## config.mk

```make
export PLATFORM = sky130hd
export DESIGN_NAME = lbc_loop_ctrl
export DESIGN_NICKNAME = d
export VERILOG_FILES = /design/src/logic/lbc_pkg.sv /design/src/logic/lbc_loop_ctrl.sv
export VERILOG_INCLUDE_DIRS = /design/src /design/src/logic
export SDC_FILE = /design/constraint.sdc
export NUM_CORES = 1
export LEC_CHECK = 0
export BUFFER_PORTS_ARGS = -buffer_cell sky130_fd_sc_hd__buf_2
export CORE_MARGIN = 3
export CORE_UTILIZATION = 45
export CTS_CLUSTER_DIAMETER = 60
export DETAILED_ROUTE_END_ITERATION = 16
export GPL_TIMING_DRIVEN = 1
export HOLD_SLACK_MARGIN = 0.05
export PLACE_DENSITY = 0.61
export SYNTH_ARGS = -nofsm -noshare
export SYNTH_HDL_FRONTEND = slang
export SYNTH_SLANG_ARGS = --single-unit
```

## constraint.sdc

```tcl
create_clock -name CLOCK_IN -period 3.7 [get_ports CLOCK_IN]
set_input_delay 0.555 -clock CLOCK_IN [delete_from_list [all_inputs] [get_ports CLOCK_IN]]
set_output_delay 0.555 -clock CLOCK_IN [all_outputs]
set_load 0.005 [all_outputs]
```

## src/logic/lbc_cfg.svh

```systemverilog
// constants for the tributary loopback and alarm control block
// assumes a single 100 MHz clock and a byte-wide register port
// Contract
// - code select 00 or 11 picks the standard C-bit request pattern
// - code select 01 and 10 pick two alternative legacy C-bit patterns
// - code select clears to zero on hardware and on software reset
// - rx alarm bit n forces demultiplexed tributary n to all ones
// - rx alarm acts after the loopback tap, so both can coexist
// - tx alarm bit n forces tributary n entering the line to all ones
// - tx alarm acts before loop select; looped slots carry looped data
// - loop bit n sends received tributary n into transmitted slot n
// - demultiplexed outputs keep received payload while looped back
// - request insert bit n codes the selected request into tx C-bits
// - detected bit n reflects the filtered recognition of request n
// - detection and removal each need five consecutive M-frames
// - changed bit n latches high on every change of detected bit n
// - with irq enable set, any changed bit drives irq low
// - reading the changed register clears it and releases irq
// - one code select governs inserted and expected pattern alike
// - with irq enable clear the irq stays inactive; enable resets 0
// - C-bit parity mode stops detection and insertion, sends C-bits 1
`ifndef LBC_CFG_SVH
`define LBC_CFG_SVH

`define LBC_ADDR_CONFIG 8'h28
`define LBC_ADDR_RX_ALARM 8'h29
`define LBC_ADDR_TX_ALARM 8'h2A
`define LBC_ADDR_LOOP 8'h2B
`define LBC_ADDR_REQ_INS 8'h2C
`define LBC_ADDR_REQ_DET 8'h2D
`define LBC_ADDR_REQ_CHG 8'h2E

`define LBC_CFG_IRQ_EN 0
`define LBC_CFG_CPAR 1
`define LBC_CFG_CODE_LO 2
`define LBC_CFG_CODE_HI 3

`define LBC_RESET_TRIB 7'h00
`define LBC_RESET_CODE 2'h0
`define LBC_READ_ZERO 8'h00
`define LBC_PAD1 1'h0
`define LBC_PAD4 4'h0

`define LBC_CODE_STD_A 2'h0
`define LBC_CODE_ALT_A 2'h1
`define LBC_CODE_ALT_B 2'h2
`define LBC_CODE_STD_B 2'h3

`define LBC_CBIT_NONE 2'h0
`define LBC_CBIT_1 2'h1
`define LBC_CBIT_2 2'h2
`define LBC_CBIT_3 2'h3

`define LBC_TRIB_NONE 3'h0
`define LBC_PERSIST_FRAMES 3'h5
`define LBC_CNT_ZERO 3'h0
`define LBC_CNT_ONE 3'h1

`define LBC_TRIB_FIRST 1
`define LBC_TRIB_LAST 7
`define LBC_TRIB_MSB 6

`endif

```

## src/logic/lbc_pkg.sv

```systemverilog
// types and pattern helpers for the tributary loopback control block
// assumes lbc_cfg.svh is on the include path
`include "lbc_cfg.svh"

package lbc_pkg;

	typedef logic [2:0] lbc_trib_t;
	typedef logic [1:0] lbc_cbit_t;
	typedef logic [7:1] lbc_vec_t;

	// one received line bit, tagged by the framer
	typedef struct packed {
		logic valid;
		logic line_rx_data;
		lbc_trib_t trib;
		lbc_cbit_t cbit;
	} lbc_rx_s;

	// one bit from the mux stage, tagged the same way
	typedef struct packed {
		logic valid;
		logic data;
		lbc_trib_t trib;
		lbc_cbit_t cbit;
	} lbc_tx_s;

	typedef struct packed {
		logic valid;
		logic data;
		lbc_trib_t trib;
	} lbc_dmx_s;

	typedef struct packed {
		logic valid;
		logic line_tx_data;
	} lbc_line_s;

	function automatic logic lbc_pick(lbc_vec_t v, lbc_trib_t t);
		logic r;
		r = 1'b0;
		if (t != `LBC_TRIB_NONE) begin
			r = v[t];
		end
		return r;
	endfunction

	// request recognised in one C-bit triple
	function automatic logic lbc_match(lbc_cbit_t code, logic c1,
			logic c2, logic c3);
		logic r;
		r = 1'b0;
		case (code)
			`LBC_CODE_ALT_A: r = (c1 == c3) && (c1 != c2);
			`LBC_CODE_ALT_B: r = (c2 == c3) && (c1 != c2);
			default: r = (c1 == c2) && (c1 != c3);
		endcase
		return r;
	endfunction

	// C2/C3 value to send, C1 kept from the stuffing logic
	function automatic logic lbc_encode(lbc_cbit_t code, lbc_cbit_t idx,
			logic c1);
		logic r;
		r = c1;
		case (code)
			`LBC_CODE_ALT_A: r = (idx == `LBC_CBIT_2) ? !c1 : c1;
			`LBC_CODE_ALT_B: r = !c1;
			default: r = (idx == `LBC_CBIT_3) ? !c1 : c1;
		endcase
		return r;
	endfunction

endpackage

```

## src/logic/lbc_loop_ctrl.sv

```systemverilog
// tributary loopback, alarm insertion and C-bit request control
// assumes framer tags on the same clock; rx and tx slots run in step
//
// Local design decision: the strobed register port.
`timescale 1ns/100ps
`include "lbc_cfg.svh"

module lbc_loop_ctrl
	import lbc_pkg::*;
(
	// clock and resets
	input wire logic CLOCK_IN,
	input wire logic RESET_IN,
	input wire logic SW_RESET_IN,
	// register port
	input wire logic [7:0] REG_ADDR_IN,
	input wire logic [7:0] REG_WDATA_IN,
	input wire logic REG_WR_IN,
	input wire logic REG_RD_IN,
	output logic [7:0] REG_RDATA_OUT,
	// received line and demultiplexed tributaries
	input wire lbc_rx_s RX_LINE_IN,
	output lbc_dmx_s DMX_OUT,
	// mux stage bits and transmitted line
	input wire lbc_tx_s TX_TRIB_IN,
	output lbc_line_s TX_LINE_OUT,
	// interrupt
	output logic IRQ_N_OUT
);

	lbc_vec_t rx_alarm_ff;
	lbc_vec_t tx_alarm_ff;
	lbc_vec_t loop_ff;
	lbc_vec_t req_ins_ff;
	lbc_vec_t det_ff;
	lbc_vec_t nxt_det;
	lbc_vec_t chg_ff;
	lbc_vec_t seen_ff;
	lbc_vec_t loop_hold_ff;
	lbc_cbit_t loop_code_select_ff;
	logic cparity_mode_enable_ff;
	logic mux_irq_enable_ff;
	logic [7:0] rdata_ff;
	logic irq_n_ff;
	lbc_dmx_s dmx_ff;
	lbc_line_s tx_ff;
	logic rx_c1_ff;
	logic rx_c2_ff;
	logic tx_c1_ff;
	logic rx_pay;
	logic tx_pay;
	logic rx_hit;
	logic mframe_end;
	logic chg_read;
	logic any_det_change;
	logic tx_loop_bit;
	logic tx_alarm_bit;
	logic tx_next;

	assign REG_RDATA_OUT = rdata_ff;
	assign IRQ_N_OUT = irq_n_ff;
	assign DMX_OUT = dmx_ff;
	assign TX_LINE_OUT = tx_ff;

	// M-frame end travels as the C-bit slot with no tributary
	assign mframe_end = RX_LINE_IN.valid &&
		RX_LINE_IN.trib == `LBC_TRIB_NONE &&
		RX_LINE_IN.cbit == `LBC_CBIT_3;
	assign rx_pay = RX_LINE_IN.valid && RX_LINE_IN.cbit == `LBC_CBIT_NONE &&
		RX_LINE_IN.trib != `LBC_TRIB_NONE;
	assign tx_pay = TX_TRIB_IN.valid && TX_TRIB_IN.cbit == `LBC_CBIT_NONE &&
		TX_TRIB_IN.trib != `LBC_TRIB_NONE;
	assign chg_read = REG_RD_IN && REG_ADDR_IN == `LBC_ADDR_REQ_CHG;
	assign any_det_change = |(nxt_det ^ det_ff);
	assign tx_loop_bit = lbc_pick(loop_hold_ff, TX_TRIB_IN.trib);
	assign tx_alarm_bit = lbc_pick(tx_alarm_ff, TX_TRIB_IN.trib);
	// one code select serves both directions
	assign rx_hit = RX_LINE_IN.valid && RX_LINE_IN.cbit == `LBC_CBIT_3 &&
		RX_LINE_IN.trib != `LBC_TRIB_NONE && !cparity_mode_enable_ff &&
		lbc_match(loop_code_select_ff, rx_c1_ff, rx_c2_ff,
		RX_LINE_IN.line_rx_data);

	// configuration register
	always_ff @(posedge CLOCK_IN or posedge RESET_IN) begin
		if (RESET_IN) begin
			loop_code_select_ff <= `LBC_RESET_CODE;
			cparity_mode_enable_ff <= 1'b0;
			mux_irq_enable_ff <= 1'b0;
		end else if (SW_RESET_IN) begin
			loop_code_select_ff <= `LBC_RESET_CODE;
			cparity_mode_enable_ff <= 1'b0;
			mux_irq_enable_ff <= 1'b0;
		end else if (REG_WR_IN && REG_ADDR_IN == `LBC_ADDR_CONFIG) begin
			loop_code_select_ff <=
				REG_WDATA_IN[`LBC_CFG_CODE_HI:`LBC_CFG_CODE_LO];
			cparity_mode_enable_ff <= REG_WDATA_IN[`LBC_CFG_CPAR];
			mux_irq_enable_ff <= REG_WDATA_IN[`LBC_CFG_IRQ_EN];
		end
	end

	// per-tributary control vectors; bit 7 of each byte is unused
	always_ff @(posedge CLOCK_IN or posedge RESET_IN) begin
		if (RESET_IN) begin
			rx_alarm_ff <= `LBC_RESET_TRIB;
			tx_alarm_ff <= `LBC_RESET_TRIB;
			loop_ff <= `LBC_RESET_TRIB;
			req_ins_ff <= `LBC_RESET_TRIB;
		end else if (SW_RESET_IN) begin
			rx_alarm_ff <= `LBC_RESET_TRIB;
			tx_alarm_ff <= `LBC_RESET_TRIB;
			loop_ff <= `LBC_RESET_TRIB;
			req_ins_ff <= `LBC_RESET_TRIB;
		end else if (REG_WR_IN) begin
			case (REG_ADDR_IN)
				`LBC_ADDR_RX_ALARM:
					rx_alarm_ff <= REG_WDATA_IN[`LBC_TRIB_MSB:0];
				`LBC_ADDR_TX_ALARM:
					tx_alarm_ff <= REG_WDATA_IN[`LBC_TRIB_MSB:0];
				`LBC_ADDR_LOOP: loop_ff <= REG_WDATA_IN[`LBC_TRIB_MSB:0];
				`LBC_ADDR_REQ_INS:
					req_ins_ff <= REG_WDATA_IN[`LBC_TRIB_MSB:0];
				default: ;
			endcase
		end
	end

	// read data, valid only in the cycle after the strobe
	always_ff @(posedge CLOCK_IN or posedge RESET_IN) begin
		if (RESET_IN) begin
			rdata_ff <= `LBC_READ_ZERO;
		end else if (REG_RD_IN) begin
			case (REG_ADDR_IN)
				`LBC_ADDR_CONFIG: rdata_ff <= {`LBC_PAD4, loop_code_select_ff,
					cparity_mode_enable_ff, mux_irq_enable_ff};
				`LBC_ADDR_RX_ALARM: rdata_ff <= {`LBC_PAD1, rx_alarm_ff};
				`LBC_ADDR_TX_ALARM: rdata_ff <= {`LBC_PAD1, tx_alarm_ff};
				`LBC_ADDR_LOOP: rdata_ff <= {`LBC_PAD1, loop_ff};
				`LBC_ADDR_REQ_INS: rdata_ff <= {`LBC_PAD1, req_ins_ff};
				`LBC_ADDR_REQ_DET: rdata_ff <= {`LBC_PAD1, det_ff};
				`LBC_ADDR_REQ_CHG: rdata_ff <= {`LBC_PAD1, chg_ff};
				default: rdata_ff <= `LBC_READ_ZERO;
			endcase
		end else begin
			rdata_ff <= `LBC_READ_ZERO;
		end
	end

	// receive C-bit capture; C3 completes the triple
	always_ff @(posedge CLOCK_IN or posedge RESET_IN) begin
		if (RESET_IN) begin
			rx_c1_ff <= 1'b0;
			rx_c2_ff <= 1'b0;
		end else if (RX_LINE_IN.valid && RX_LINE_IN.cbit == `LBC_CBIT_1) begin
			rx_c1_ff <= RX_LINE_IN.line_rx_data;
		end else if (RX_LINE_IN.valid && RX_LINE_IN.cbit == `LBC_CBIT_2) begin
			rx_c2_ff <= RX_LINE_IN.line_rx_data;
		end
	end

	// per-M-frame sighting, restarted at each frame end
	always_ff @(posedge CLOCK_IN or posedge RESET_IN) begin
		if (RESET_IN) begin
			seen_ff <= `LBC_RESET_TRIB;
		end else if (mframe_end) begin
			seen_ff <= `LBC_RESET_TRIB;
		end else if (rx_hit) begin
			seen_ff[RX_LINE_IN.trib] <= 1'b1;
		end
	end

	// persistence filter, one counter per tributary
	logic [2:0] cnt_ff [`LBC_TRIB_LAST:`LBC_TRIB_FIRST];
	logic [2:0] nxt_cnt [`LBC_TRIB_LAST:`LBC_TRIB_FIRST];

	always_comb begin
		for (int i = `LBC_TRIB_FIRST; i <= `LBC_TRIB_LAST; i++) begin
			nxt_cnt[i] = cnt_ff[i];
			nxt_det[i] = det_ff[i];
			if (cparity_mode_enable_ff) begin
				nxt_cnt[i] = `LBC_CNT_ZERO;
				nxt_det[i] = 1'b0;
			end else if (mframe_end) begin
				if (seen_ff[i] == det_ff[i]) begin
					nxt_cnt[i] = `LBC_CNT_ZERO;
				end else if (cnt_ff[i] == `LBC_PERSIST_FRAMES -
						`LBC_CNT_ONE) begin
					nxt_cnt[i] = `LBC_CNT_ZERO;
					nxt_det[i] = seen_ff[i];
				end else begin
					nxt_cnt[i] = cnt_ff[i] + `LBC_CNT_ONE;
				end
			end
		end
	end

	always_ff @(posedge CLOCK_IN or posedge RESET_IN) begin
		if (RESET_IN) begin
			for (int i = `LBC_TRIB_FIRST; i <= `LBC_TRIB_LAST; i++) begin
				cnt_ff[i] <= `LBC_CNT_ZERO;
			end
			det_ff <= `LBC_RESET_TRIB;
		end else begin
			for (int i = `LBC_TRIB_FIRST; i <= `LBC_TRIB_LAST; i++) begin
				cnt_ff[i] <= nxt_cnt[i];
			end
			det_ff <= nxt_det;
		end
	end

	// a change in the read cycle survives the clear
	always_ff @(posedge CLOCK_IN or posedge RESET_IN) begin
		if (RESET_IN) begin
			chg_ff <= `LBC_RESET_TRIB;
		end else begin
			for (int i = `LBC_TRIB_FIRST; i <= `LBC_TRIB_LAST; i++) begin
				if (nxt_det[i] != det_ff[i]) begin
					chg_ff[i] <= 1'b1;
				end else if (chg_read) begin
					chg_ff[i] <= 1'b0;
				end
			end
		end
	end

	genvar gi;
	generate
		for (gi = `LBC_TRIB_FIRST; gi <= `LBC_TRIB_LAST; gi++)
				begin : g_trib
			chk_det_persist: assert property (
				@(posedge CLOCK_IN) disable iff (RESET_IN)
				mframe_end && !cparity_mode_enable_ff &&
				seen_ff[gi] != det_ff[gi] &&
				cnt_ff[gi] == `LBC_PERSIST_FRAMES - `LBC_CNT_ONE
				|=> det_ff[gi] != $past(det_ff[gi]))
				else $error("detection did not toggle after five frames");

			chk_det_hold: assert property (
				@(posedge CLOCK_IN) disable iff (RESET_IN)
				!mframe_end && !cparity_mode_enable_ff |=> $stable(det_ff[gi]))
				else $error("detection moved outside an M-frame end");

			chk_chg_latch: assert property (
				@(posedge CLOCK_IN) disable iff (RESET_IN)
				$changed(det_ff[gi]) |-> chg_ff[gi])
				else $error("detection change not latched");
		end
	endgenerate

	// gated OR of changes, held until the clearing read
	always_ff @(posedge CLOCK_IN or posedge RESET_IN) begin
		if (RESET_IN) begin
			irq_n_ff <= 1'b1;
		end else begin
			irq_n_ff <= !(mux_irq_enable_ff && |chg_ff);
		end
	end

	// loopback tap sits before receive alarm insertion
	always_ff @(posedge CLOCK_IN or posedge RESET_IN) begin
		if (RESET_IN) begin
			loop_hold_ff <= `LBC_RESET_TRIB;
		end else if (rx_pay) begin
			loop_hold_ff[RX_LINE_IN.trib] <= RX_LINE_IN.line_rx_data;
		end
	end

	// demultiplexed side: payload unchanged unless alarm forced
	always_ff @(posedge CLOCK_IN or posedge RESET_IN) begin
		if (RESET_IN) begin
			dmx_ff <= '0;
		end else begin
			dmx_ff.valid <= rx_pay;
			dmx_ff.trib <= RX_LINE_IN.trib;
			dmx_ff.data <= RX_LINE_IN.line_rx_data ||
				lbc_pick(rx_alarm_ff, RX_LINE_IN.trib);
		end
	end

	// transmit C1 from the stuffing logic anchors the pattern
	always_ff @(posedge CLOCK_IN or posedge RESET_IN) begin
		if (RESET_IN) begin
			tx_c1_ff <= 1'b0;
		end else if (TX_TRIB_IN.valid && TX_TRIB_IN.cbit == `LBC_CBIT_1) begin
			tx_c1_ff <= TX_TRIB_IN.data;
		end
	end

	// alarm first, loop select after it, C-bit coding alongside
	always_comb begin
		tx_next = TX_TRIB_IN.data;
		if (tx_pay) begin
			tx_next = TX_TRIB_IN.data || tx_alarm_bit;
			if (lbc_pick(loop_ff, TX_TRIB_IN.trib)) begin
				tx_next = tx_loop_bit;
			end
		end else if (TX_TRIB_IN.cbit != `LBC_CBIT_NONE) begin
			if (cparity_mode_enable_ff) begin
				tx_next = 1'b1;
			end else if (lbc_pick(req_ins_ff, TX_TRIB_IN.trib) &&
					TX_TRIB_IN.cbit != `LBC_CBIT_1) begin
				tx_next = lbc_encode(loop_code_select_ff, TX_TRIB_IN.cbit,
					tx_c1_ff);
			end
		end
	end

	always_ff @(posedge CLOCK_IN or posedge RESET_IN) begin
		if (RESET_IN) begin
			tx_ff <= '0;
		end else begin
			tx_ff.valid <= TX_TRIB_IN.valid;
			tx_ff.line_tx_data <= tx_next;
		end
	end

	chk_code_reset: assert property (
		@(posedge CLOCK_IN) disable iff (RESET_IN)
		SW_RESET_IN |=> loop_code_select_ff == `LBC_RESET_CODE)
		else $error("code select survived software reset");

	chk_rx_alarm: assert property (
		@(posedge CLOCK_IN) disable iff (RESET_IN)
		rx_pay && lbc_pick(rx_alarm_ff, RX_LINE_IN.trib)
		|=> dmx_ff.valid && dmx_ff.data)
		else $error("receive alarm not all ones");

	chk_rx_clean: assert property (
		@(posedge CLOCK_IN) disable iff (RESET_IN)
		rx_pay && !lbc_pick(rx_alarm_ff, RX_LINE_IN.trib)
		|=> dmx_ff.data == $past(RX_LINE_IN.line_rx_data))
		else $error("demultiplexed payload altered");

	chk_tx_loop: assert property (
		@(posedge CLOCK_IN) disable iff (RESET_IN)
		tx_pay && lbc_pick(loop_ff, TX_TRIB_IN.trib)
		|=> TX_LINE_OUT.line_tx_data == $past(tx_loop_bit))
		else $error("looped slot lost the received bit");

	chk_tx_alarm: assert property (
		@(posedge CLOCK_IN) disable iff (RESET_IN)
		tx_pay && tx_alarm_bit && !lbc_pick(loop_ff, TX_TRIB_IN.trib)
		|=> TX_LINE_OUT.line_tx_data)
		else $error("transmit alarm not all ones");

	chk_tx_cpar: assert property (
		@(posedge CLOCK_IN) disable iff (RESET_IN)
		TX_TRIB_IN.valid && TX_TRIB_IN.cbit != `LBC_CBIT_NONE &&
		cparity_mode_enable_ff |=> TX_LINE_OUT.line_tx_data)
		else $error("C-bit not one in parity mode");

	chk_tx_request: assert property (
		@(posedge CLOCK_IN) disable iff (RESET_IN)
		TX_TRIB_IN.valid && TX_TRIB_IN.cbit == `LBC_CBIT_3 &&
		!cparity_mode_enable_ff && lbc_pick(req_ins_ff, TX_TRIB_IN.trib) &&
		loop_code_select_ff == `LBC_CODE_STD_A
		|=> TX_LINE_OUT.line_tx_data == !$past(tx_c1_ff))
		else $error("request C3 not inverted from C1");

	chk_chg_clear: assert property (
		@(posedge CLOCK_IN) disable iff (RESET_IN)
		chg_read && !any_det_change |=> chg_ff == `LBC_RESET_TRIB ##1 irq_n_ff)
		else $error("changed register not cleared by read");

	chk_irq_mask: assert property (
		@(posedge CLOCK_IN) disable iff (RESET_IN)
		!mux_irq_enable_ff |=> IRQ_N_OUT)
		else $error("irq active while disabled");

	chk_irq_on: assert property (
		@(posedge CLOCK_IN) disable iff (RESET_IN)
		mux_irq_enable_ff && |chg_ff |=> !IRQ_N_OUT)
		else $error("irq not raised on latched change");

	// nothing latched means the line must stay released
	chk_irq_idle: assert property (
		@(posedge CLOCK_IN) disable iff (RESET_IN)
		!(|chg_ff) |=> IRQ_N_OUT)
		else $error("irq active with no latched change");

	chk_det_cpar: assert property (
		@(posedge CLOCK_IN) disable iff (RESET_IN)
		cparity_mode_enable_ff |=> det_ff == `LBC_RESET_TRIB)
		else $error("detection alive in parity mode");

	chk_dmx_idle: assert property (
		@(posedge CLOCK_IN) disable iff (RESET_IN)
		RX_LINE_IN.valid && !rx_pay |=> !dmx_ff.valid)
		else $error("C-bit slot shown as payload");

endmodule

```

==> results.sh, run 1 <==
export IMPL_status="finished, final reports clean"
export IMPL_synth_main_ff_cell="dfrtp_1"
export IMPL_grt_use_total_pct=20.2
export IMPL_ys_ff_latch=99
export IMPL_synthSimpleGateAreaFrac_pct=18.8
export IMPL_numCtsBuffers=9
export IMPL_syn_area_sq_mm=0.00544
export IMPL_htree_levels=3
export IMPL_hold_viol=0
export IMPL_antenna_found_initial=0
export IMPL_async_flop_share_pct=100
export IMPL_synth_fa_ha_area_share_pct=3.68
export IMPL_crit_family="simple AND/OR/NAND/NOR gates"
export IMPL_fin_cells=725
export IMPL_hold_end="TX_LINE_OUT[1]"
export IMPL_path_cells="buf_2 > nor4b_1 > and3_1 > mux2i_1 > nor2_1"
export IMPL_vdd_drop_max_v=0.000322
export IMPL_crit_arrival_ps=2390
export IMPL_ctsResizeCount=0
export IMPL_synth_edf_count=0
export IMPL_rr_endpoint="seen_ff[1]"
export IMPL_r2r_start="loop_code_select_ff[0]"
export IMPL_wl_per_cell_um=17.8
export IMPL_hold_path_startpoint="TX_TRIB_IN[6]"
export IMPL_grt_max_degree=76
export IMPL_crit_type="primary input to flip-flop"
export IMPL_seq_area_frac_synth_pct=45.6
export IMPL_tns_ps=0
export IMPL_critical_path_buf_inv_count=1
export IMPL_min_period_ps=2170
export IMPL_cts_tree="yes"
export IMPL_synth_warnings=0
export IMPL_cpPeakStageDelay_ps=800
export IMPL_cp_start_kind="primary input"
export IMPL_ff2ff_setup_slack_ps=1700
export IMPL_p_per_area_mw_per_mm2=406
export IMPL_initial_utilization_pct=46.9
export IMPL_fin_nets=628
export IMPL_fmax_ghz=0.460
export IMPL_drc=0
export IMPL_die_h_um=116
export IMPL_cap_viol_max_count=0
export IMPL_syn_num_nets=593
export IMPL_p_leak_nw=2.86
export IMPL_cts_hold_buf=0
export IMPL_top_level_ports=51
export IMPL_yosysUniqueCellTypes=61
export IMPL_postCtsSetupBuffers=0
export IMPL_tightest_slew_ps=939
export IMPL_synth_xor_area_share_pct=1.13
export IMPL_area_growth_pct=11.5
export IMPL_dr_pass1_iters=4
export IMPL_avgViaCountPerCell=5.84
export IMPL_synth_top_family_by_area="simple AND/OR/NAND/NOR gates"
export IMPL_synthMuxAreaShare_pct=15.3
export IMPL_slew_headroom_pct=37.4
export IMPL_rows=39
export IMPL_grt_overflow=0
export IMPL_rr_worst_depth=7
export IMPL_drt_total_wl_um=12900
export IMPL_layout_drive_gt1_share_pct=18.7
export IMPL_diodes=0
export IMPL_end_kind="flip-flop"
export IMPL_dr_total_vias=4236
export IMPL_grt_pass1_vias=4113
export IMPL_skew_ps=8.87
export IMPL_gp_congestion=0.858
export IMPL_clock_sinks=99
export IMPL_required_ps=3920
export IMPL_syn_avg_cell_area_sq_um=10.0
export IMPL_top_register="cnt_ff"
export IMPL_ctsRootBufferMaster="clkbuf_16"
export IMPL_setup_violations=0
export IMPL_io_buffers=48
export IMPL_largest_register_ffs=21
export IMPL_clk_path_buf_depth=2
export IMPL_synth_compound_area_share_pct=11.2
export IMPL_dp_cells=709
export IMPL_grt_pass1_wl_um=21000
export IMPL_die_x_um=116
export IMPL_clock_latency_ps=350
export IMPL_die_area_sq_mm=0.0134
export IMPL_syn_inst=542
export IMPL_core_area_sq_mm=0.0116
export IMPL_post_route_period_util_pct=58.7
export IMPL_hpwl_um=9270
export IMPL_slowest_stage="nor4b_1"
export IMPL_hold_class="primary input to flip-flop"
export IMPL_hold_path_depth=1
export IMPL_path_clk_slew_ps=70
export IMPL_critPathMaxFanout=7
export IMPL_antenna_left=0
export IMPL_final_max_slew_viol_count=0
export IMPL_first_iter_violations=285
export IMPL_rsz0062_at_grt="no"
==> power by group <==
group	internal [mW]	switching, mW
logic	0.127	0.175
clock network	0.528	0.430
registers	1.15	0.0588
total	1.80	0.664
==> worst register-to-register path, cell delays in order, from the launching register on <==
cell and delay [ps]:
dfrtp_1 420, inv_1 60, ha_1 230, xor2_1 160, and2_1 170, mux4_2 540, a41oi_1 250, nor2_1 60
==> cells in the mapped netlist (2+ instances only) <==
master / count / area [sq um]
mux4_2: 7 / 158
a211oi_1: 5 / 37.5
inv_1: 26 / 97.6
xor2_1: 7 / 61.3
a221o_1: 8 / 80.1
nand3b_1: 3 / 22.5
ha_1: 16 / 200
clkbuf_1: 16 / 60.1
nand2_1: 39 / 146
a22o_1: 5 / 43.8
nor3b_1: 6 / 45.0
mux2i_1: 45 / 450
nand3_1: 29 / 145
buf_4: 2 / 15.0
or3_1: 2 / 12.5
and2_1: 3 / 18.8
a21oi_1: 33 / 165
nand2b_1: 3 / 18.8
nor2_1: 74 / 278
mux2_2: 20 / 225
a41oi_1: 4 / 35.0
o21ai_0: 12 / 60.1
o31ai_1: 5 / 37.5
nor3_1: 9 / 45.0
nor2b_1: 11 / 68.8
a221oi_1: 6 / 52.6
nand4_1: 3 / 18.8
a31oi_1: 4 / 25.0
buf_2: 8 / 40.0
or4b_2: 3 / 30.0
dfrtp_1: 98 / 2450
==> layout make-up <==
type / instances / area, sq um
Fill cell: 1067 / 5550
Multi-Input combinational cell: 388 / 2730
Sequential cell: 99 / 2480
Timing Repair Buffer: 53 / 278
Clock buffer: 9 / 225
Tap cell: 143 / 179
Inverter: 26 / 100
Clock inverter: 7 / 75.1
==> layer usage <==
layer	vias to the layer above	global-route usage (%)	share of wire [%]	routed length (um)
li1	2010	-	-	-
met1	2120	28.9	48	6160
met4	0	4.10	0.85	110
met2	98	31.2	46	5930
met5	-	0	0	0
met3	8	5.38	5.2	676
==> stage by stage <==
stage                     setup WS, ps  area (sq um)  hold slack (ps)  util [%]  power [mW]
after floorplan                    556          5440              407         -        1.43
after global placement            1190          5770              490      49.6        1.51
after detailed placement          1150          5770              494      49.6        1.53
after CTS                         1510          6070              339      52.2        2.50
after global routing              1380          6070              341      52.2        2.60
final                             1530          6070              353      52.2        2.46
==> placed cells by master, fill, tap and decap left out, types with 2 or more instances in the layout <==
| master | count |
|---|---|
| ha_1 | 16 |
| mux2i_1 | 45 |
| inv_6 | 2 |
| a221oi_1 | 6 |
| or4b_2 | 3 |
| dfrtp_1 | 98 |
| a211oi_1 | 5 |
| a21oi_1 | 33 |
| clkbuf_16 | 9 |
| nor2b_1 | 11 |
| buf_2 | 48 |
| a41oi_1 | 4 |
| a22o_1 | 5 |
| a31oi_1 | 4 |
| mux2_2 | 20 |
| nand2b_1 | 3 |
| a221o_1 | 8 |
| buf_4 | 5 |
| nor3b_1 | 6 |
| xor2_1 | 7 |
| inv_1 | 25 |
| nand4_1 | 3 |
| nand3_1 | 29 |
| mux4_2 | 7 |
| clkinvlp_4 | 3 |
| and2_1 | 3 |
| nand2_1 | 39 |
| nand3b_1 | 3 |
| nor2_1 | 74 |
| o21ai_0 | 12 |
| o31ai_1 | 5 |
| nor3_1 | 9 |
| or3_1 | 2 |
==> cells by family (layout without fill, tap and decap cells) <==
family | after synthesis | in the layout
flops | 99 | 99
compound gates | 91 | 91
fa+ha+maj | 16 | 16
mux | 72 | 72
simple gates | 201 | 201
other cells | 1 | 1
buf+inv | 55 | 95
xor+xnor | 7 | 7
==> how the worst max path moves through the flow <==
stage	startpoint	cells after the start	to	slack, ps
floorplan	RESET_IN	1	DMX_OUT[0]	560
global placement	REG_ADDR_IN[4]	5	rx_alarm_ff[5]	1190
finish	REG_ADDR_IN[4]	5	rx_alarm_ff[6]	1530
global route	REG_ADDR_IN[4]	5	rx_alarm_ff[6]	1380
CTS	REG_ADDR_IN[4]	5	rx_alarm_ff[6]	1510
detailed placement	REG_ADDR_IN[4]	5	rx_alarm_ff[6]	1150
Power figures use the tool's default switching activity.
==> run 2: changes to the inputs <==
==> constraint.sdc (replaced) <==
create_clock -name CLOCK_IN -period 2 [get_ports CLOCK_IN]
set_input_delay 0.3 -clock CLOCK_IN [delete_from_list [all_inputs] [get_ports CLOCK_IN]]
set_output_delay 0.3 -clock CLOCK_IN [all_outputs]
set_load 0.005 [all_outputs]
==> run 2 against run 1 <==
Against the previous run:
- critical path depth increased by 1
- first-iteration DRC count is 17% lower
- design area grew 3.1%
- setup slack got worse by 1400 ps
- worst hold slack worse by 280 ps
- largest cell class unchanged
- largest power group unchanged
==> results.sh, run 2 (synthesis results as in run 1) <==
export IMPL_end_kind="flip-flop"
export IMPL_first_iter_violations=236
export IMPL_avgViaCountPerCell=5.64
export IMPL_status="finished, final reports clean"
export IMPL_mostFrequentLayoutCells="dfrtp_1, nor2_1, buf_2"
export IMPL_top_level_ports=51
export IMPL_fillers=1065
export IMPL_wl_per_cell_um=17.2
export IMPL_rsz0062_at_grt="no"
export IMPL_drt_total_wl_um=12800
export IMPL_htree_levels=3
export IMPL_fmax_ghz=0.527
export IMPL_gp_congestion=0.851
export IMPL_vdd_drop_max_v=0.000628
export IMPL_fin_nets=645
export IMPL_post_route_period_util_pct=94.9
export IMPL_met1_usage_pct=30.4
export IMPL_rr_worst_depth=6
export IMPL_grt_pass1_vias=4078
export IMPL_layout_drive_gt1_share_pct=21.2
export IMPL_largest_register_ffs=21
export IMPL_power_internal_mw=3.44
export IMPL_p_sw_mw=1.18
export IMPL_hold_ws_ps=77.1
export IMPL_clock_sinks=99
export IMPL_cap_viol_max_count=0
export IMPL_seq_power_share_pct=48.2
export IMPL_clk_path_buf_depth=2
export IMPL_finalPower_mw=4.63
export IMPL_setup_slack_ps=101
export IMPL_crit_start="loop_code_select_ff[1]"
export IMPL_tightest_slew_ps=569
export IMPL_post_place_ws_ps=6.41
export IMPL_p_per_area_mw_per_mm2=740
export IMPL_die_x_um=116
export IMPL_grt_max_degree=100
export IMPL_area_growth_pct=14.9
export IMPL_dr_total_vias=4186
export IMPL_p_leak_nw=2.96
export IMPL_antenna_found_initial=0
export IMPL_min_period_ps=1900
export IMPL_diodes=0
export IMPL_io_buffers=48
export IMPL_setup_violations=0
export IMPL_fin_cells=742
export IMPL_hold_viol=0
export IMPL_final_max_slew_viol_count=0
export IMPL_final_common_cell="dfrtp_1"
export IMPL_tns_ps=0
export IMPL_core_area_sq_mm=0.0116
export IMPL_initial_utilization_pct=46.9
export IMPL_numCtsBuffers=9
export IMPL_grt_pass1_wl_um=21100
export IMPL_r2r_start="loop_code_select_ff[1]"
export IMPL_dr_pass1_iters=4
export IMPL_ff2ff_setup_slack_ps=100
export IMPL_ctsRootBufferMaster="clkbuf_16"
export IMPL_crit_type="flip-flop to flip-flop"
export IMPL_dp_cells=726
export IMPL_crit_arrival_ps=2120
export IMPL_hpwl_um=9420
export IMPL_top_register="cnt_ff"
export IMPL_swShare_pct=25.5
export IMPL_busiest_layer="met1"
export IMPL_clkPwrFrac_pct=39.1
export IMPL_skew_ps=6.07
export IMPL_multiInputGateArea_sq_mm=0.00274
export IMPL_antenna_left=0
export IMPL_path_clk_slew_ps=70
export IMPL_grt_use_total_pct=20.0
export IMPL_required_ps=2220
export IMPL_die_area_sq_mm=0.0134
export IMPL_rows=39
export IMPL_postCtsSetupBuffers=0
export IMPL_register_area_sq_mm=0.00248
export IMPL_cts_tree="yes"
export IMPL_grt_overflow=0
export IMPL_rr_endpoint="seen_ff[1]"
export IMPL_drc=0
export IMPL_power_share_combinational_pct=12.7
export IMPL_use_met2_pct=30.0
export IMPL_cp_start_kind="flip-flop"
export IMPL_slew_headroom_pct=62.1
export IMPL_hold_class="primary input to asynchronous set/reset pin"
export IMPL_critPathMaxFanout=7
export IMPL_grtUsageMet3_pct=3.55
export IMPL_clock_latency_ps=340
export IMPL_die_h_um=116
run 2: cell types whose count changed in the layout (fill, tap and decap cells not counted), sizes merged:
cell | before | now
buf | 53 | 70
clkbuf | 9 | 12
clkinv | 1 | 2
clkinvlp | 3 | 2
inv | 28 | 25
run 2: repair_timing:
item,in CTS,in global routing
endpoints found under the setup margin,0,1
hold buffers,0,0
resized for setup,0,1
run 2: worst max path at each step:
stage	to	slack, ps
after floorplan	seen_ff[1]	210
after global placement	REG_RDATA_OUT[3]	40
after detailed placement	tx_alarm_ff[3]	6
after CTS	seen_ff[4]	100
after global routing	seen_ff[1]	2
final	seen_ff[1]	100
run 2: power by group through the flow:
| stage | logic, mW | clock network, mW | registers, mW |
|---|---|---|---|
| global placement | 0.571 | 0 | 2.26 |
| floorplan | 0.417 | 0 | 2.24 |
| CTS | 0.595 | 1.85 | 2.23 |
| global route | 0.672 | 1.93 | 2.24 |
| finish | 0.589 | 1.81 | 2.23 |
| detailed placement | 0.593 | 0 | 2.26 |
run 2: cell type report:
class | count | share of cell area, %
Clock buffer | 12 | 4.26
Clock inverter | 4 | 0.760
Inverter | 26 | 1.62
Multi-Input combinational cell | 388 | 43.8
Sequential cell | 99 | 39.6
Tap cell | 143 | 2.86
Timing Repair Buffer | 70 | 7.08
run 2: worst max-delay path, cell delays in order, from the launching register on:
cell and delay, ps:
dfrtp_1 400, ha_1 230, xor2_1 160, and2_1 160, mux4_2 540, a41oi_1 230
nor2_1 60
run 2: metal layers:
metal	wire, um	vias to the layer above
met5	0	-
met4	85	0
li1	-	2036
met3	688	11
met1	6200	2025
met2	5800	114
run 2: stage by stage:
stage / utilization, % / area, sq um
2_1_floorplan: - / 5450
3_3_place_gp: 51.1 / 5930
3_5_place_dp: 51.1 / 5930
4_1_cts: 53.8 / 6250
5_1_grt: 53.8 / 6250
6_report: 53.8 / 6250
==> run 3: changes to the inputs <==
--- a/config.mk
+++ b/config.mk
@@ -8,12 +8,12 @@
 export LEC_CHECK = 0
 export BUFFER_PORTS_ARGS = -buffer_cell sky130_fd_sc_hd__buf_2
 export CORE_MARGIN = 3
-export CORE_UTILIZATION = 45
+export CORE_UTILIZATION = 30
 export CTS_CLUSTER_DIAMETER = 60
 export DETAILED_ROUTE_END_ITERATION = 16
 export GPL_TIMING_DRIVEN = 1
 export HOLD_SLACK_MARGIN = 0.05
-export PLACE_DENSITY = 0.61
+export PLACE_DENSITY = 0.44
 export SYNTH_ARGS = -nofsm -noshare
 export SYNTH_HDL_FRONTEND = slang
 export SYNTH_SLANG_ARGS = --single-unit
==> run 3 against run 2 <==
Against the previous run:
- routed wire length grew 14%
- via count increased by 0.22%
- power decreased by 2.2%
- worst hold slack better by 29 ps
- largest cell class unchanged
==> results.sh, run 3 (synthesis results as in run 1) <==
export IMPL_min_period_ps=1940
export IMPL_cp_start_kind="flip-flop"
export IMPL_grt_pass1_vias=4316
export IMPL_status="finished, final reports clean"
export IMPL_postCtsSetupBuffers=0
export IMPL_final_common_cell="dfrtp_1"
export IMPL_gp_congestion=0.813
export IMPL_post_route_period_util_pct=96.9
export IMPL_post_place_ws_ps=16.0
export IMPL_cpPeakStageDelay_ps=550
export IMPL_power_internal_mw=3.32
export IMPL_grt_use_total_pct=15.4
export IMPL_layout_drive_gt1_share_pct=21.7
export IMPL_slowest_stage="mux4_2"
export IMPL_mostFrequentLayoutCells="dfrtp_1, nor2_1, buf_2"
export IMPL_largest_register_ffs=21
export IMPL_clkPwrFrac_pct=37.5
export IMPL_first_iter_violations=313
export IMPL_p_per_area_mw_per_mm2=710
export IMPL_fin_nets=652
export IMPL_area_growth_pct=17.2
export IMPL_antenna_found_initial=0
export IMPL_avgViaCountPerCell=5.05
export IMPL_ctsRootBufferMaster="clkbuf_16"
export IMPL_cap_viol_max_count=0
export IMPL_p_sw_mw=1.21
export IMPL_hold_class="primary input to flip-flop"
export IMPL_die_area_sq_mm=0.0198
export IMPL_critPathMaxFanout=7
export IMPL_die_h_um=141
export IMPL_fmax_ghz=0.516
export IMPL_dr_pass1_iters=4
export IMPL_grt_pass1_wl_um=23900
export IMPL_antenna_left=0
export IMPL_tightest_slew_ps=591
export IMPL_path_cells="ha_1 > xor2_1 > and2_1 > mux4_2 > a41oi_1 > nor2_1"
export IMPL_required_ps=2230
export IMPL_die_x_um=141
export IMPL_grt_max_degree=66
export IMPL_crit_type="flip-flop to flip-flop"
export IMPL_setup_slack_ps=61.0
export IMPL_hold_viol=0
export IMPL_clock_latency_ps=350
export IMPL_htree_levels=3
export IMPL_top_level_ports=51
export IMPL_io_buffers=48
export IMPL_crit_arrival_ps=2170
export IMPL_crit_family="multiplexers"
export IMPL_final_max_slew_viol_count=0
export IMPL_skew_ps=6.31
export IMPL_numCtsBuffers=9
export IMPL_diodes=0
export IMPL_grt_overflow=0
export IMPL_dr_total_vias=4195
export IMPL_drt_total_wl_um=14500
export IMPL_clock_sinks=99
export IMPL_rsz0062_at_grt="no"
export IMPL_wl_per_cell_um=17.5
export IMPL_p_leak_nw=2.99
export IMPL_swShare_pct=26.7
export IMPL_seq_power_share_pct=49.1
export IMPL_cts_tree="yes"
export IMPL_core_area_sq_mm=0.0175
export IMPL_slew_headroom_pct=60.6
export IMPL_tns_ps=0
export IMPL_path_clk_slew_ps=70
export IMPL_top_register="cnt_ff"
export IMPL_initial_utilization_pct=31.0
export IMPL_clk_path_buf_depth=2
export IMPL_critical_path_buf_inv_count=0
export IMPL_rows=48
export IMPL_power_share_combinational_pct=13.3
export IMPL_setup_violations=0
export IMPL_vdd_drop_max_v=0.000438
export IMPL_drc=0
export IMPL_hpwl_um=10700
export IMPL_end_kind="flip-flop"
run 3: cell count changes in the layout (fill, tap and decap cells not counted):
cell,before,now
buf_4,19,25
bufinv_16,1,0
clkbuf_1,0,1
clkinvlp_4,2,1
dlygate4sd3_1,0,1
run 3: cell type report:
| cell class | count | area (sq um) |
|---|---|---|
| clock buffer | 13 | 270 |
| clock inverter | 2 | 10.0 |
| fill | 1783 | 11200 |
| inverter | 26 | 101 |
| multi-input combinational | 388 | 2740 |
| sequential | 99 | 2480 |
| tap | 225 | 282 |
| timing repair buffer | 77 | 498 |
run 3: routing by layer:
layer  GRT usage [%]  vias to the layer above  part of all wire (%)
met1            22.3                     2063                    50
met2            23.4                       69                    46
met5               0                        -                     0
met4            3.82                        0                   1.1
met3            3.32                       10                   3.6
li1                -                     2053                     -
run 3: path summary, 6_finish.rpt:
| path | start | endpoint | slack (ps) | depth (start not counted) |
|---|---|---|---|---|
| hold reg to reg | tx_c1_ff | tx_c1_ff | 500 | 1 |
| max in group asynchronous | RESET_IN | IRQ_N_OUT | 1030 | 4 |
| setup reg to reg | loop_code_select_ff[1] | seen_ff[1] | 60 | 6 |
| setup / recovery | loop_code_select_ff[1] | seen_ff[1] | 60 | 6 |
| min in group asynchronous | RESET_IN | cnt_ff[10] | 380 | 3 |
| hold / removal | TX_TRIB_IN[6] | TX_LINE_OUT[1] | 110 | 1 |
run 3: per-stage QoR:
stage	hold WS [ps]	std cells	cell area [sq um]	power, mW	utilization [%]
4_1_cts	94.0	830	6370	4.59	36.3
6_report	106	830	6380	4.53	36.4
3_5_place_dp	200	814	6080	2.87	34.7
5_1_grt	96.4	830	6380	4.79	36.4
3_3_place_gp	201	814	6080	2.85	34.7
2_1_floorplan	331	542	5450	2.65	-
run 3: power by group through the flow:
stage / clock network [mW] / registers, mW / logic (mW)
finish: 1.70 / 2.22 / 0.603
floorplan: 0 / 2.24 / 0.417
global placement: 0 / 2.26 / 0.591
detailed placement: 0 / 2.26 / 0.607
global route: 1.86 / 2.24 / 0.688
CTS: 1.76 / 2.22 / 0.611
run 3: timing repair:
action,4_1_cts,5_1_grt
endpoints found under the setup margin,0,1
hold buffers,1,0
endpoints found under the hold margin,1,0
resized for setup,0,1
